[config.mk]
export PLATFORM = sky130hd
export DESIGN_NAME = dual_watchdog_timers
export DESIGN_NICKNAME = d
export VERILOG_FILES = /design/src/dual_watchdog_pkg.sv /design/src/dual_watchdog_timers.sv /design/src/watchdog_counter.sv
export VERILOG_INCLUDE_DIRS = /design/src /design/src/src
export SDC_FILE = /design/constraint.sdc
export NUM_CORES = 1
export LEC_CHECK = 0
export BUFFER_PORTS_ARGS = -buffer_cell sky130_fd_sc_hd__buf_2
export CAP_MARGIN = 10
export CELL_PAD_IN_SITES_DETAIL_PLACEMENT = 1
export CELL_PAD_IN_SITES_GLOBAL_PLACEMENT = 2
export CORE_MARGIN = 3
export CORE_UTILIZATION = 38
export DETAILED_ROUTE_END_ITERATION = 10
export PLACE_DENSITY = 0.85
export REMOVE_ABC_BUFFERS = 1
export SYNTH_ARGS = -nofsm -noshare
export SYNTH_HDL_FRONTEND = slang
export SYNTH_HIERARCHICAL = 1
export SYNTH_SLANG_ARGS = --single-unit
[constraint.sdc]
create_clock -name clk -period 3.6 [get_ports clk]
set_input_delay 0.36 -clock clk [delete_from_list [all_inputs] [get_ports clk]]
set_output_delay 0.36 -clock clk [all_outputs]
set_load 0.01 [all_outputs]
[src/dual_watchdog_params.svh]
// Constants for the dual watchdog block: widths, reload and window values.
// Included by the package and the design modules; definitions only.
`ifndef DUAL_WATCHDOG_PARAMS_SVH
`define DUAL_WATCHDOG_PARAMS_SVH

`define WD_CNT_W         14
`define WD_RELOAD        14'h3FFF
`define WD_WIN_FULL_HI   14'h3FFF
`define WD_WIN_FULL_LO   14'h0000
`define WD_CNT_ZERO      14'h0000
`define WD_CNT_ONE       14'h0001
`define WD_FLAG_W        4
`define WD_FLAG_SYS_UF   0
`define WD_FLAG_SYS_ERR  1
`define WD_FLAG_IND_UF   2
`define WD_FLAG_IND_ERR  3
`define WD_FLAG_RST      4'h0

`endif

[src/dual_watchdog_pkg.sv]
// Types shared by the dual watchdog modules.
// Assumes the params header is on the include path.
`include "dual_watchdog_params.svh"

package dual_watchdog_pkg;

  typedef logic [`WD_CNT_W-1:0] wd_count_t;

  // Action taken when a watchdog expires or is refreshed wrongly
  typedef enum logic [1:0] {
    ACT_RESET = 2'b00,
    ACT_NMI   = 2'b01,
    ACT_IRQ   = 2'b10,
    ACT_NONE  = 2'b11
  } wd_action_t;

endpackage : dual_watchdog_pkg

[src/dual_watchdog_timers.sv]
// Dual watchdog: a system watchdog ticking on clk and an independent
// watchdog ticking on rising edges of its own oscillator input.
// Assumes ind_osc is already synchronous to clk and much slower than it;
// configuration inputs are static levels; refresh inputs are pulses.
//
// Overview of operation
// - System watchdog 14-bit down-counter, refresh reloads.
// - System underflow can reset the MCU.
// - System underflow may raise NMI or interrupt instead.
// - System refresh only allowed inside configured window.
// - Independent watchdog 14-bit down-counter, software services it.
// - Independent underflow resets, NMI or interrupt.
// - Independent counter runs from its dedicated oscillator.
// - Independent restarts after reset, underflow, refresh error.
// - Software refresh also restarts the independent counter.
`timescale 1ns/1ps
`include "dual_watchdog_params.svh"

module dual_watchdog_timers
  import dual_watchdog_pkg::*;
(
  // Clock and reset
  input  wire logic                  clk,
  input  wire logic                  rst_b,
  // System watchdog control
  input  wire logic                  sys_refresh,
  input  wire wd_action_t            sys_action,
  input  wire wd_count_t             sys_win_hi,
  input  wire wd_count_t             sys_win_lo,
  // Independent watchdog control
  input  wire logic                  ind_osc,
  input  wire logic                  ind_refresh,
  input  wire wd_action_t            ind_action,
  // Status flag clear, one bit per flag
  input  wire logic [`WD_FLAG_W-1:0] flag_clear,
  // Requests to reset generator and interrupt controller
  output logic                       mcu_reset_req,
  output logic                       nmi_req,
  output logic                       irq_req,
  // Status
  output logic [`WD_FLAG_W-1:0]      flags,
  output wd_count_t                  sys_count,
  output wd_count_t                  ind_count
);

  typedef struct packed {
    logic                  osc_q;
    logic                  mcu_reset_req;
    logic                  nmi_req;
    logic                  irq_req;
    logic [`WD_FLAG_W-1:0] flags;
    wd_count_t             sys_count;
    wd_count_t             ind_count;
  } top_state_t;

  top_state_t st_ff;
  top_state_t nxt_st;

  logic                  ind_tick;
  wd_count_t             sys_cnt;
  wd_count_t             ind_cnt;
  logic                  sys_uf;
  logic                  sys_err;
  logic                  ind_uf;
  logic                  ind_err;
  logic                  sys_event;
  logic                  ind_event;
  logic [`WD_FLAG_W-1:0] flag_set;

  // One tick per rising edge of the dedicated oscillator
  assign ind_tick = ind_osc & ~st_ff.osc_q;

  watchdog_counter u_system_watchdog (
    .clk         (clk),
    .rst_b       (rst_b),
    .tick        (1'b1),
    .refresh     (sys_refresh),
    .win_hi      (sys_win_hi),
    .win_lo      (sys_win_lo),
    .count       (sys_cnt),
    .underflow   (sys_uf),
    .refresh_err (sys_err)
  );

  // Independent watchdog accepts a refresh at any count
  watchdog_counter u_independent_watchdog (
    .clk         (clk),
    .rst_b       (rst_b),
    .tick        (ind_tick),
    .refresh     (ind_refresh),
    .win_hi      (`WD_WIN_FULL_HI),
    .win_lo      (`WD_WIN_FULL_LO),
    .count       (ind_cnt),
    .underflow   (ind_uf),
    .refresh_err (ind_err)
  );

  assign sys_event = sys_uf | sys_err;
  assign ind_event = ind_uf | ind_err;

  always_comb begin
    flag_set                   = '0;
    flag_set[`WD_FLAG_SYS_UF]  = sys_uf;
    flag_set[`WD_FLAG_SYS_ERR] = sys_err;
    flag_set[`WD_FLAG_IND_UF]  = ind_uf;
    flag_set[`WD_FLAG_IND_ERR] = ind_err;

    nxt_st           = st_ff;
    nxt_st.osc_q     = ind_osc;
    nxt_st.sys_count = sys_cnt;
    nxt_st.ind_count = ind_cnt;
    // Set wins over a clear in the same cycle
    nxt_st.flags     = (st_ff.flags & ~flag_clear) | flag_set;

    nxt_st.mcu_reset_req = (sys_event && (sys_action == ACT_RESET)) ||
                           (ind_event && (ind_action == ACT_RESET));
    nxt_st.nmi_req       = (sys_event && (sys_action == ACT_NMI)) ||
                           (ind_event && (ind_action == ACT_NMI));
    nxt_st.irq_req       = (sys_event && (sys_action == ACT_IRQ)) ||
                           (ind_event && (ind_action == ACT_IRQ));
  end

  always_ff @(posedge clk or negedge rst_b) begin
    if (!rst_b) begin
      st_ff <= '{osc_q: 1'b0, mcu_reset_req: 1'b0, nmi_req: 1'b0, irq_req: 1'b0,
                 flags: `WD_FLAG_RST, sys_count: `WD_RELOAD, ind_count: `WD_RELOAD};
    end else begin
      st_ff <= nxt_st;
    end
  end

  assign mcu_reset_req = st_ff.mcu_reset_req;
  assign nmi_req       = st_ff.nmi_req;
  assign irq_req       = st_ff.irq_req;
  assign flags         = st_ff.flags;
  assign sys_count     = st_ff.sys_count;
  assign ind_count     = st_ff.ind_count;

endmodule : dual_watchdog_timers

[src/watchdog_counter.sv]
// One 14-bit watchdog down-counter with a refresh-permitted window.
// Assumes tick and refresh are synchronous to clk; refresh is a one-cycle pulse, tick may be held high.
`timescale 1ns/1ps
`include "dual_watchdog_params.svh"

module watchdog_counter
  import dual_watchdog_pkg::*;
(
  // Clock and reset
  input  wire logic      clk,
  input  wire logic      rst_b,
  // Count control
  input  wire logic      tick,
  input  wire logic      refresh,
  input  wire wd_count_t win_hi,
  input  wire wd_count_t win_lo,
  // Results
  output wd_count_t      count,
  output logic           underflow,
  output logic           refresh_err
);

  typedef struct packed {
    wd_count_t count;
    logic      underflow;
    logic      refresh_err;
  } cnt_state_t;

  cnt_state_t st_ff;
  cnt_state_t nxt_st;

  always_comb begin
    nxt_st             = st_ff;
    nxt_st.underflow   = 1'b0;
    nxt_st.refresh_err = 1'b0;
    if (refresh) begin
      // Refresh restarts the count whether or not it was in the window
      nxt_st.count = `WD_RELOAD;
      if ((st_ff.count > win_hi) || (st_ff.count < win_lo)) begin
        nxt_st.refresh_err = 1'b1;
      end
    end else if (tick) begin
      if (st_ff.count == `WD_CNT_ZERO) begin
        nxt_st.underflow = 1'b1;
        nxt_st.count     = `WD_RELOAD;
      end else begin
        nxt_st.count = st_ff.count - `WD_CNT_ONE;
      end
    end
  end

  always_ff @(posedge clk or negedge rst_b) begin
    if (!rst_b) begin
      st_ff <= '{count: `WD_RELOAD, underflow: 1'b0, refresh_err: 1'b0};
    end else begin
      st_ff <= nxt_st;
    end
  end

  assign count       = st_ff.count;
  assign underflow   = st_ff.underflow;
  assign refresh_err = st_ff.refresh_err;

endmodule : watchdog_counter

### After elaboration in Yosys (flattened, before gate mapping)

Cells that the tools add are included.

* add/subtract/negate cells: 2
* order comparisons: 4
* equality and inequality tests: 4
* mux-type cells: 13
* bitwise logic cells: 7
* reduce and logical (&&, ||, !) cells: 16

Operators with widths (number)
* $mux W14: 4
* $logic_not A14 Y1: 2
* $sub A14 B1 Y14 const B: 2
* $mux W15: 1
* $gt A14 B14 Y1: 1
* $gt A14 B14 Y1 const B: 1
* $lt A14 B1 Y1 const B: 1
* $lt A14 B14 Y1: 1
* $mux W1: 8
* $logic_and A1 B1 Y1: 6
* $logic_or A1 B1 Y1: 5
* $and A4 B4 Y4: 1
* $eq A2 B1 Y1 const B: 2
* $eq A2 B2 Y1 const B: 2
* $logic_not A2 Y1: 2
* $not A4 Y4: 1
* $or A4 B4 Y4: 1
* $or A1 B1 Y1: 2
* $reduce_bool A2 Y1: 1
* $and A1 B1 Y1: 1
* $not A1 Y1: 1

* register bits after elaboration: 68
* input port bits: 41
* output and inout port bits: 35
* word-level logic and storage cells: 59

### Depth between registers and ports, before layout

Gate-level depths: netlist of the first run.

* word-level depth: 4
* mapped depth: 7
* mapped depth without buffers: 7

### By module

The synthesis of the first run kept the hierarchy.

By module, submodules not included
* watchdog_counter: instances 2, cells each 169, area each 1447.6 um^2, sequential area each 417.9 um^2
* dual_watchdog_timers: instances 1, cells each 89, area each 1308.8 um^2, sequential area each 935.9 um^2

### Worst setup path before layout of the first run

Ideal clock, no wire load.

* path kind: register to register
* start point: reg u_independent_watchdog.st_ff, in the netlist u_independent_watchdog/count[6]
* end point: reg u_independent_watchdog.st_ff, in the netlist u_independent_watchdog/count[0]
* setup time: 70 ps
* data arrival time: 1894 ps
* data required time: 3530 ps
* path slack: 1636 ps
* stages on the path, launching flop included: 6
* path buffers: 0
* period minus slack after synthesis: 1964 ps
* cell sequence: dfstp_2 > or3_1 > or3_4 > or4_4 > and3_4 > o21bai_2

* cells in the longest elaborated chain, start to end: 4

Ends and longest elaborated chain
* start: declaration: RTL line watchdog_counter.sv:29 `cnt_state_t st_ff;`
* start signal: assignment: RTL line watchdog_counter.sv:54 `` st_ff <= '{count: `WD_RELOAD, underflow: 1'b0, refresh_err: 1'b0}; ``
* start signal: assignment: RTL line watchdog_counter.sv:56 `st_ff <= nxt_st;`
* $logic_not A14 Y1 (no source line)
* $mux W14: RTL line watchdog_counter.sv:43 `` if (st_ff.count == `WD_CNT_ZERO) begin ``
* $mux W15: RTL line watchdog_counter.sv:42 `end else if (tick) begin`
* $mux W14: RTL line watchdog_counter.sv:36 `if (refresh) begin`

Every way passes these cells. The select of a mux whose other input is x is not followed.
A chain may end at the register's enable or synchronous reset.

### Final worst setup path of the first run

* start point: reg st_ff[35] (netlist name)
* end point: reg u_independent_watchdog.st_ff, in the netlist u_independent_watchdog/count[8]

* cells in the longest elaborated chain, start to end: 3

Ends and longest elaborated chain
* start: declaration: RTL line dual_watchdog_timers.sv:56 `top_state_t st_ff;`
* start signal: assignment: RTL line dual_watchdog_timers.sv:125 `st_ff <= '{osc_q: 1'b0, mcu_reset_req: 1'b0, nmi_req: 1'b0, irq_req: 1'b0,`
* start signal: assignment: RTL line dual_watchdog_timers.sv:128 `st_ff <= nxt_st;`
* $not A1 Y1: RTL line dual_watchdog_timers.sv:71 `assign ind_tick = ind_osc & ~st_ff.osc_q;`
* $and A1 B1 Y1: RTL line dual_watchdog_timers.sv:71
* net ind_tick: RTL line dual_watchdog_timers.sv:59 `logic ind_tick;`
* $reduce_bool A2 Y1 (no source line)

The timed path passes the listed nets, and every way through them passes these cells.

==> metrics, run 1 <==
drt first pass iters 4; GP Congestion 0.784; area grow syn2layout 15.3%; setup violators final 0; CP top delay family simple AND/OR/NAND/NOR gates; Pwr per Cell Area 341 nW/um^2; R2R Setup Slk 1.47 ns; Req. time, crit path between 3 and 4 ns; max-slew violation count 0; Async S/R FF share, synth 1.00; Routed WL 9720 um; Inserted Clock Buffers 9; fin crit period 2.13 ns; Final Hold Vio Count 0; pre-CTS WS ~1.4 ns; Worst setup SP type flip-flop; top_reg_cell synth dfstp_2; status finished, final reports clean; CP peak stage delay 0.58 ns; clock-pin slew on the worst setup and hold paths around 0.080 ns; core footprint approximately 11000 um^2; Mapped Cells 427; Yosys top cell by area dfstp_2; port bufs 75; Worst Path Max Fanout 8; min setup slack post-route ~1.5 ns; vias in the first global route 3426; flops & latches, synth 68; PostCTS Resize Cnt 0; first-pass GRT wire length 16300 um; cell with the most instances after synthesis inv_1; number of H-tree levels 3; fmax 0.469 GHz; reg2reg path depth 6; commonest cells in the netlist inv_1 (68), dfstp_2 (56), ha_1 (56), buf_4 (32), nand2_1 (28); layout cell share with drive strength beyond 1 0.309; DIE WIDTH around 110 um; Die H 111 um; slowest cell on the critical path or4b_1; max-cap violations 0; grt ovf 0; yosys warns 6; die area 12400 um^2; Remaining DRCs 0; Rows 37; Slew HR 0.383; Worst Skew between 0.009 and 0.01 ns; Post-synth EDFFs 0; Longest Clk Path Bufs 2; unrepaired setup endpoints after global routing false; Clk Latency, worst-skew pair approximately 0.35 ns; n_diodes 0; Leak Pwr 2.30 nW; setup TNS 0 ns; effective utilization at floorplan 0.398; sequential element share of the synthesized area 0.421; R2R Path Start st_ff[35]; share of the synthesized area in the top cell type 0.350; initial antenna violation count 0; Root Driver clkbuf_8; Post-CTS Hold Fix Bufs 0; Final ANT Viol Nets 0; min-delay worst type input port to async pin; fin crit share 0.593; DR vias/cell 4.89; pin count of the biggest net entering global routing 32; CTS tree done; Avg Synthesized Cell Area 9.85 um^2; worst path bufs/invs 0; synthesized area roughly 4200 um^2; fin util 0.459; Worst Setup End Kind flip-flop; met2 Usage GRT 0.265; Sink Count 68; critical path cell sequence nor2b_1 > o21ai_1 > or4b_1 > nor3_1 > xnor2_1 > nand2_1; wire per inst 14.9 um; met3 Use GR 0.0278; Post-CTS Setup Bufs 0; Ports 76; Overall Global Routing Usage 0.162; Vias 3196; initial DRC count between 50 and 60; WS Path Type flip-flop to flip-flop; Synth area leaders dfstp_2 (35%), ha_1 (17%), dfrtp_1 (7.1%), inv_1 (6.1%), buf_4 (5.7%); crit path DAT 2.37 ns; slew at the pin closest to its max-slew limit 0.925 ns; Netlist cell types 41; DP HPWL 7500 um; GRT busiest layer met2; Peak VDD IR 0.136 mV; Nets 610; met1 global-route usage 0.218; reg2reg end u_independent_watchdog/count[8]
==> where the power goes <==
group | internal [W] | switching [W]
Sequential | 0.000785 | 0.0000103
Clock | 0.000343 | 0.000321
Combinational | 0.0000818 | 0.000112
Total | 0.00121 | 0.000443
==> worst max-delay path by stage <==
| stage | start | end | cells after the start |
|---|---|---|---|
| after detailed placement | ind_osc | u_independent_watchdog/count[8] | 7 |
| final | st_ff[35] | u_independent_watchdog/count[8] | 6 |
| after CTS | u_independent_watchdog/count[0] | u_independent_watchdog/count[13] | 6 |
| after global routing | u_independent_watchdog/count[0] | u_independent_watchdog/count[13] | 6 |
| after global placement | ind_osc | u_independent_watchdog/count[8] | 7 |
| after floorplan | u_independent_watchdog/count[6] | u_independent_watchdog/count[0] | 5 |
==> placed cells by master, fill, tap and decap left out, drive strengths merged, types with 12 or more instances in the layout <==
cell type / n
conb: 36
a21oi: 26
buf: 77
dfstp: 56
dfrtp: 12
inv: 70
xnor2: 16
nand4: 12
nor2: 22
nand2: 28
ha: 56
==> logic make-up after synthesis <==
logic type,Yosys count,synth area share
AO/OA/AOI/OAI,68,0.110
AND/OR/NAND/NOR,108,0.136
other,2,0.00179
XOR/XNOR,20,0.0417
adder cells (fa/ha/maj),56,0.167
flip-flops,68,0.421
buffers and inverters,105,0.122
==> sequential cells by signal, summed over array words and instances, names as in the netlist <==
name                                flops
flags                                   4
sys_count                              14
u_independent_watchdog/refresh_err      1
st_ff                                   1
mcu_reset_req                           1
nmi_req                                 1
u_system_watchdog/refresh_err           1
u_independent_watchdog/underflow        1
irq_req                                 1
u_independent_watchdog/count           14
u_system_watchdog/underflow             1
ind_count                              14
u_system_watchdog/count                14
==> layer usage <==
layer	wire, um	vias up	share of wire
met3	317	12	0.033
li1	-	1558	-
met1	4690	1572	0.48
met2	4580	54	0.47
met5	0	-	0
met4	123	0	0.013
==> layout make-up <==
type / instances / area, um^2
fillers: 1271 / 5710
well taps: 136 / 170
clock buffers: 10 / 138
clock inverters: 6 / 71.3
repair buffers: 77 / 390
multi-input cells: 288 / 2050
flip-flops and latches: 68 / 1770
inverters: 69 / 259
==> worst reg2reg max path, cell delays in order, from the launching register on <==
cell,delay (ns)
dfrtp_1,0.37
nor2b_1,0.42
o21ai_1,0.22
or4b_1,0.58
nor3_1,0.22
xnor2_1,0.15
nand2_1,0.07
==> through the flow <==
stage	std cells	hold WS [ns]	total power, W	instance area, um^2
after global placement	638	0.389	0.000989	4640
after detailed placement	638	0.396	0.00100	4640
after global routing	654	0.120	0.00175	4850
after floorplan	425	0.0644	0.000915	4080
after CTS	654	0.103	0.00168	4850
final	654	0.106	0.00165	4850
No activity file was read; power rests on OpenSTA's default activity.
==> run 2, diff against run 1 <==
--- a/config.mk
+++ b/config.mk
@@ -11,9 +11,9 @@
 export CELL_PAD_IN_SITES_DETAIL_PLACEMENT = 1
 export CELL_PAD_IN_SITES_GLOBAL_PLACEMENT = 2
 export CORE_MARGIN = 3
-export CORE_UTILIZATION = 38
+export CORE_UTILIZATION = 32
 export DETAILED_ROUTE_END_ITERATION = 10
-export PLACE_DENSITY = 0.85
+export PLACE_DENSITY = 0.76
 export REMOVE_ABC_BUFFERS = 1
 export SYNTH_ARGS = -nofsm -noshare
 export SYNTH_HDL_FRONTEND = slang
==> constraint.sdc (replaced) <==
create_clock -name clk -period 1.7 [get_ports clk]
set_input_delay 0.17 -clock clk [delete_from_list [all_inputs] [get_ports clk]]
set_output_delay 0.17 -clock clk [all_outputs]
set_load 0.01 [all_outputs]
==> run 2 against run 1 <==
- highest routed layer unchanged
- power rose to 2.7 times the previous value
- register-to-register slack worse by 1.8 ns
- largest power group is now the clock network
- sequential cell count unchanged
- the run now ends with setup timing left
- first-iteration DRC count up 83%
- non-clock buffer count up 67
- global-route usage up 0.41 points
==> metrics, run 2 (synthesis gave the netlist of run 1 again) <==
status finished, violations left; failing checks setup timing; min-delay worst type input port to flip-flop; Worst Path Max Fanout 3 (-5); Comb pwr share 0.127 (+0.010); number of H-tree levels 3 (unchanged); area grow syn2layout 44.4%; drt first pass iters 4 (unchanged); max-slew violation count 0 (unchanged); die area 14500 um^2 (+18%); fmax 0.489 GHz (+4.3%); clock share of power 0.490 (+0.088); final non-filler cell total 757 (+16%); Inserted Clock Buffers 9 (unchanged); critical path cell sequence or3_4 > or3_4 > buf_4 > buf_6 > buf_6 > nor4_4 > xnor2_1 > nand2_1; fin crit share 1.20 (+0.610); Vias 3489 (+9.2%); CP peak stage delay 0.38 ns (-0.20 ns); Overall Global Routing Usage 0.167 (+0.00411); effective utilization at floorplan 0.330 (-0.0678); GP Congestion 0.771 (-1.7%); grt ovf 0 (unchanged); Sw Ratio 0.238 (-0.0300); R2R Path Start u_independent_watchdog/count[6]; total power 0.00440 W (+170%); n_diodes 0 (unchanged); WHS 0.0546 ns (-0.0515 ns); min setup slack post-route -0.345 ns (-1.81 ns); hold path endpoint mcu_reset_req; CTS tree done; Worst Setup End Kind flip-flop; DR vias/cell 4.61 (-5.7%); NetSw 0.00105 W (+140%); P_int 0.00335 W (+180%); Pwr per Cell Area 724 nW/um^2 (+110%); layout cell share with drive strength beyond 1 0.494 (+0.185); commonest non-fill, non-tap cell in the layout buf_2; setup violators final 32 (+32); clock-pin slew on the worst setup and hold paths 0.06 ns (-0.02 ns); Nets 677 (+11%); Leak Pwr 2.85 nW (+24%); Slew HR 0.612 (+0.229); Worst Skew 0.00632 ns (-0.00310 ns); Clk Latency, worst-skew pair 0.34 ns (about the same); Req. time, crit path 1.95 ns (-1.89 ns); pin count of the biggest net entering global routing 69 (+120%); setup TNS -5.48 ns (-5.48 ns); wire per inst 15.9 um (+7.2%); Rows 41 (+11%); unrepaired setup endpoints after global routing true; initial antenna violation count 0 (unchanged); Peak VDD IR 0.386 mV (+180%); WS Path Type flip-flop to flip-flop; Longest Clk Path Bufs 2 (unchanged); core footprint 12700 um^2 (+21%); DP HPWL 8190 um (+9.2%); max-cap violations 0 (unchanged); Sink Count 68 (unchanged); vias in the first global route 3799 (+11%); fin crit period 2.04 ns (-0.0883 ns); reg2reg path depth 8 (+2); DIE WIDTH 121 um (+8.5%); Die H 121 um (+8.5%); R2R Setup Slk -0.34 ns (-1.81 ns); Hold Crit Start sys_action[0]; Cells after DPL 729 (+14%); port bufs 75 (unchanged); most frequent cells in the layout buf_2 (75), inv_1 (68), dfstp_2 (56), buf_4 (54), ha_1 (47); Routed WL 12100 um (+24%); slowest cell on the critical path or3_4; Worst setup SP type flip-flop; Flop pwr share 0.383 (-0.098); pre-CTS WS -0.300 ns (-1.66 ns); Root Driver clkbuf_16; Final ANT Viol Nets 0 (unchanged); reg2reg end u_independent_watchdog/count[11]; slew at the pin closest to its max-slew limit 0.582 ns (-0.344 ns); Remaining DRCs 0 (unchanged); Ports 76 (unchanged); Final Hold Vio Count 0 (unchanged); first-pass GRT wire length 19000 um (+17%); initial DRC count 106 (+83%); worst hold stages 2; crit path DAT 2.30 ns (-0.07 ns)
## run 2: critical path, delay by kind of cell, from the launching register on
kind,cells,cell delay (ns)
flip-flops,1,0.37
XOR/XNOR,1,0.17
AND/OR/NAND/NOR,4,1.05
buffers and inverters,3,0.38
## run 2: what timing repair did
item,in CTS,in global routing
buffers inserted,4,8
endpoints found under the setup margin,32,32
endpoints found under the hold margin,13,0
pin swaps,18,28
gates resized for setup,53,45
gates cloned,1,0
hold buffers,2,0
## run 2: layer usage
| metal | up-vias | GRT usage | wire, um |
|---|---|---|---|
| met5 | - | 0 | 0 |
| met4 | 0 | 0.0581 | 181 |
| met3 | 12 | 0.0257 | 307 |
| met2 | 56 | 0.283 | 6170 |
| met1 | 1730 | 0.216 | 5400 |
| li1 | 1691 | - | - |
## run 2: through the flow
step	area (um^2)	util
global placement	5110	0.401
finish	6070	0.477
floorplan	4080	-
CTS	5790	0.455
detailed placement	5110	0.401
global route	6070	0.477
## run 2: layout make-up
type / instances / area (um^2)
Fill cell: 1461 / 6650
Multi-Input combinational cell: 288 / 2530
Sequential cell: 68 / 1770
Timing Repair Buffer: 144 / 956
Inverter: 69 / 259
Clock buffer: 10 / 229
Tap cell: 172 / 215
Clock inverter: 6 / 114
## run 2: how the worst max path moves through the flow
stage / startpoint / end / slack (ns) / cells past startpoint
after global routing: u_independent_watchdog/count[6] / u_independent_watchdog/count[11] / -0.41 / 8
final: u_independent_watchdog/count[6] / u_independent_watchdog/count[11] / -0.34 / 8
after CTS: u_independent_watchdog/count[6] / u_independent_watchdog/count[1] / -0.31 / 5
after global placement: u_independent_watchdog/count[6] / u_independent_watchdog/count[0] / -0.25 / 5
after floorplan: u_independent_watchdog/count[6] / u_independent_watchdog/count[0] / -0.26 / 5
after detailed placement: u_independent_watchdog/count[6] / u_independent_watchdog/count[0] / -0.30 / 5
## run 2: power by group through the flow
stage,Combinational (W),Clock (W),Sequential [W]
2_1_floorplan,0.000224,0,0.00171
3_3_place_gp,0.000435,0,0.00170
3_5_place_dp,0.000456,0,0.00170
4_1_cts,0.000510,0.00221,0.00168
5_1_grt,0.000631,0.00228,0.00169
6_report,0.000560,0.00215,0.00168
==> run 3, diff against run 2 <==
--- a/config.mk
+++ b/config.mk
@@ -6,14 +6,15 @@
 export SDC_FILE = /design/constraint.sdc
 export NUM_CORES = 1
 export LEC_CHECK = 0
-export BUFFER_PORTS_ARGS = -buffer_cell sky130_fd_sc_hd__buf_2
 export CAP_MARGIN = 10
 export CELL_PAD_IN_SITES_DETAIL_PLACEMENT = 1
 export CELL_PAD_IN_SITES_GLOBAL_PLACEMENT = 2
 export CORE_MARGIN = 3
-export CORE_UTILIZATION = 32
+export CORE_UTILIZATION = 36
 export DETAILED_ROUTE_END_ITERATION = 10
-export PLACE_DENSITY = 0.76
+export DONT_BUFFER_PORTS = 1
+export GPL_ROUTABILITY_DRIVEN = 0
+export PLACE_DENSITY = 0.75
 export REMOVE_ABC_BUFFERS = 1
 export SYNTH_ARGS = -nofsm -noshare
 export SYNTH_HDL_FRONTEND = slang
==> constraint.sdc (replaced) <==
create_clock -name clk -period 1.7 [get_ports clk]
set_input_delay 0.425 -clock clk [delete_from_list [all_inputs] [get_ports clk]]
set_output_delay 0.425 -clock clk [all_outputs]
set_load 0.01 [all_outputs]
==> run 3 against run 2 <==
- the run ends with hold timing, setup timing left
- non-clock buffer count down 79
- register-to-register slack better by 0.04 ns
- clock power down 13%
- wire length down 11%
- global-route usage up 0.51 points
- sequential cell count unchanged
- via count down 8.5%
- die area down 11%
- largest cell class unchanged
==> metrics, run 3 (synthesis gave the netlist of run 1 again) <==
Longest Clk Path Bufs 2 (unchanged); Slew HR 0.517 (-0.0950); min setup slack post-route -0.301 ns (+0.0441 ns); unrepaired setup endpoints after global routing true; initial DRC count 106 (unchanged); wire per inst 16.6 um (+4.0%); fin crit period 2.00 ns (-0.0441 ns); port bufs 0 (-100%); fin util 0.491 (+0.0137); CTS tree done; Worst Setup End Kind flip-flop; core footprint 11100 um^2 (-13%); Peak VDD IR 0.412 mV (+6.9%); failing checks hold timing, setup timing; die area 13000 um^2 (-11%); n_diodes 0 (unchanged); Inserted Clock Buffers 9 (unchanged); Die H 114 um (-5.4%); reg2reg path depth 5 (-3); Worst setup SP type flip-flop; slowest cell on the critical path or4_4; Sink Count 68 (unchanged); grt ovf 0 (unchanged); Req. time, crit path 1.97 ns (+0.02 ns); setup violators final 31 (-3.1%); Final ANT Viol Nets 0 (unchanged); R2R Setup Slk -0.30 ns (+0.04 ns); max-slew violation count 0 (unchanged); commonest non-fill, non-tap cell in the layout inv_1; critical path cell sequence or3_4 > or3_4 > or4_4 > and3_4 > o21bai_4; status finished, violations left; DR vias/cell 4.94 (+7.3%); setup TNS -3.65 ns (+1.83 ns); fin crit share 1.18 (-0.0259); min-delay worst type input port to async pin; CP peak stage delay 0.52 ns (+0.14 ns); Nets 598 (-12%); Final Hold Vio Count 68 (+68); drt first pass iters 4 (unchanged); Leak Pwr 2.54 nW (-11%); number of H-tree levels 3 (unchanged); Remaining DRCs 0 (unchanged); effective utilization at floorplan 0.378 (+0.0474); first-pass GRT wire length 17500 um (-7.8%); Vias 3194 (-8.5%); R2R Path Start u_system_watchdog/count[6]; crit path DAT 2.27 ns (-0.03 ns); Worst Skew 0.00449 ns (-0.00183 ns); Pwr per Cell Area 726 nW/um^2 (+0.24%); reg2reg end u_system_watchdog/count[0]; Worst Path Max Fanout 3 (unchanged); Root Driver clkbuf_16; DIE WIDTH 114 um (-5.4%); pin count of the biggest net entering global routing 69 (unchanged); layout cell share with drive strength beyond 1 0.403 (-0.0909); vias in the first global route 3503 (-7.8%); Routed WL 10700 um (-11%); clock-pin slew on the worst setup and hold paths 0.06 ns (about the same); max-cap violations 0 (unchanged); initial antenna violation count 0 (unchanged); DP HPWL 7510 um (-8.4%); Rows 38 (-7.3%); Ports 76 (unchanged); slew at the pin closest to its max-slew limit 0.724 ns (+0.142 ns); WHS -0.200 ns (-0.255 ns); most frequent cells in the layout inv_1 (66), dfstp_2 (56), buf_4 (56), ha_1 (46), conb_1 (36); Clk Latency, worst-skew pair 0.33 ns (about the same); fmax 0.500 GHz (+2.2%); Overall Global Routing Usage 0.172 (+0.00511); cell mode on critical path or3_4; area grow syn2layout 29.9%; critical path startpoint u_system_watchdog/count[6]; WS Path Type flip-flop to flip-flop
run 3: worst max-delay path, delay by kind of cell (launching register included):
family | cells | cell delay [ns]
AOI/OAI and AO/OA | 1 | 0.12
DFF | 1 | 0.36
and+or+nand+nor | 4 | 1.46
run 3: stage by stage:
step | setup slack [ns] | hold slack (ns) | total power, W | cell area (um^2) | cells
3_3_place_gp | -0.253 | 0.134 | 0.00203 | 4640 | 617
2_1_floorplan | -0.264 | 0.129 | 0.00194 | 4080 | 425
3_5_place_dp | -0.302 | 0.133 | 0.00205 | 4640 | 617
5_1_grt | -0.353 | -0.228 | 0.00417 | 5460 | 646
4_1_cts | -0.287 | -0.227 | 0.00398 | 5260 | 639
6_report | -0.301 | -0.200 | 0.00396 | 5460 | 646
run 3: worst max path at each step:
stage	cells after the start	to	slack (ns)
finish	5	u_system_watchdog/count[0]	-0.30
global route	5	u_independent_watchdog/count[0]	-0.35
CTS	5	u_system_watchdog/count[0]	-0.29
detailed placement	5	u_independent_watchdog/count[0]	-0.30
global placement	5	u_independent_watchdog/count[0]	-0.25
floorplan	5	u_independent_watchdog/count[0]	-0.26
run 3: power by group:
group / internal, W / switching, W / total [W] / leakage [nW]
logic: 0.000192 / 0.000212 / 0.000404 / 1.65
registers: 0.00167 / 0.0000296 / 0.00169 / 0.742
clock network: 0.00117 / 0.000698 / 0.00187 / 0.145
run 3: what timing repair did:
item | 4_1_cts | 5_1_grt
gates resized for setup | 55 | 25
setup endpoints to repair | 32 | 32
hold endpoints to repair | 68 | 68
pin swaps | 14 | 19
setup buffers | 6 | 8
run 3: layout make-up:
| class | count | area, um^2 |
|---|---|---|
| Clock buffer | 11 | 243 |
| Clock inverter | 5 | 52.6 |
| Fill cell | 1245 | 5660 |
| Inverter | 69 | 259 |
| Multi-Input combinational cell | 288 | 2440 |
| Sequential cell | 68 | 1770 |
| Tap cell | 140 | 175 |
| Timing Repair Buffer | 65 | 522 |
run 3: metal layers:
metal	share of wire	global-route usage	vias to the layer above
met3	0.041	0.0381	13
met2	0.48	0.284	61
li1	-	-	1533
met1	0.46	0.225	1587
met5	0	0	-
met4	0.015	0.0523	0
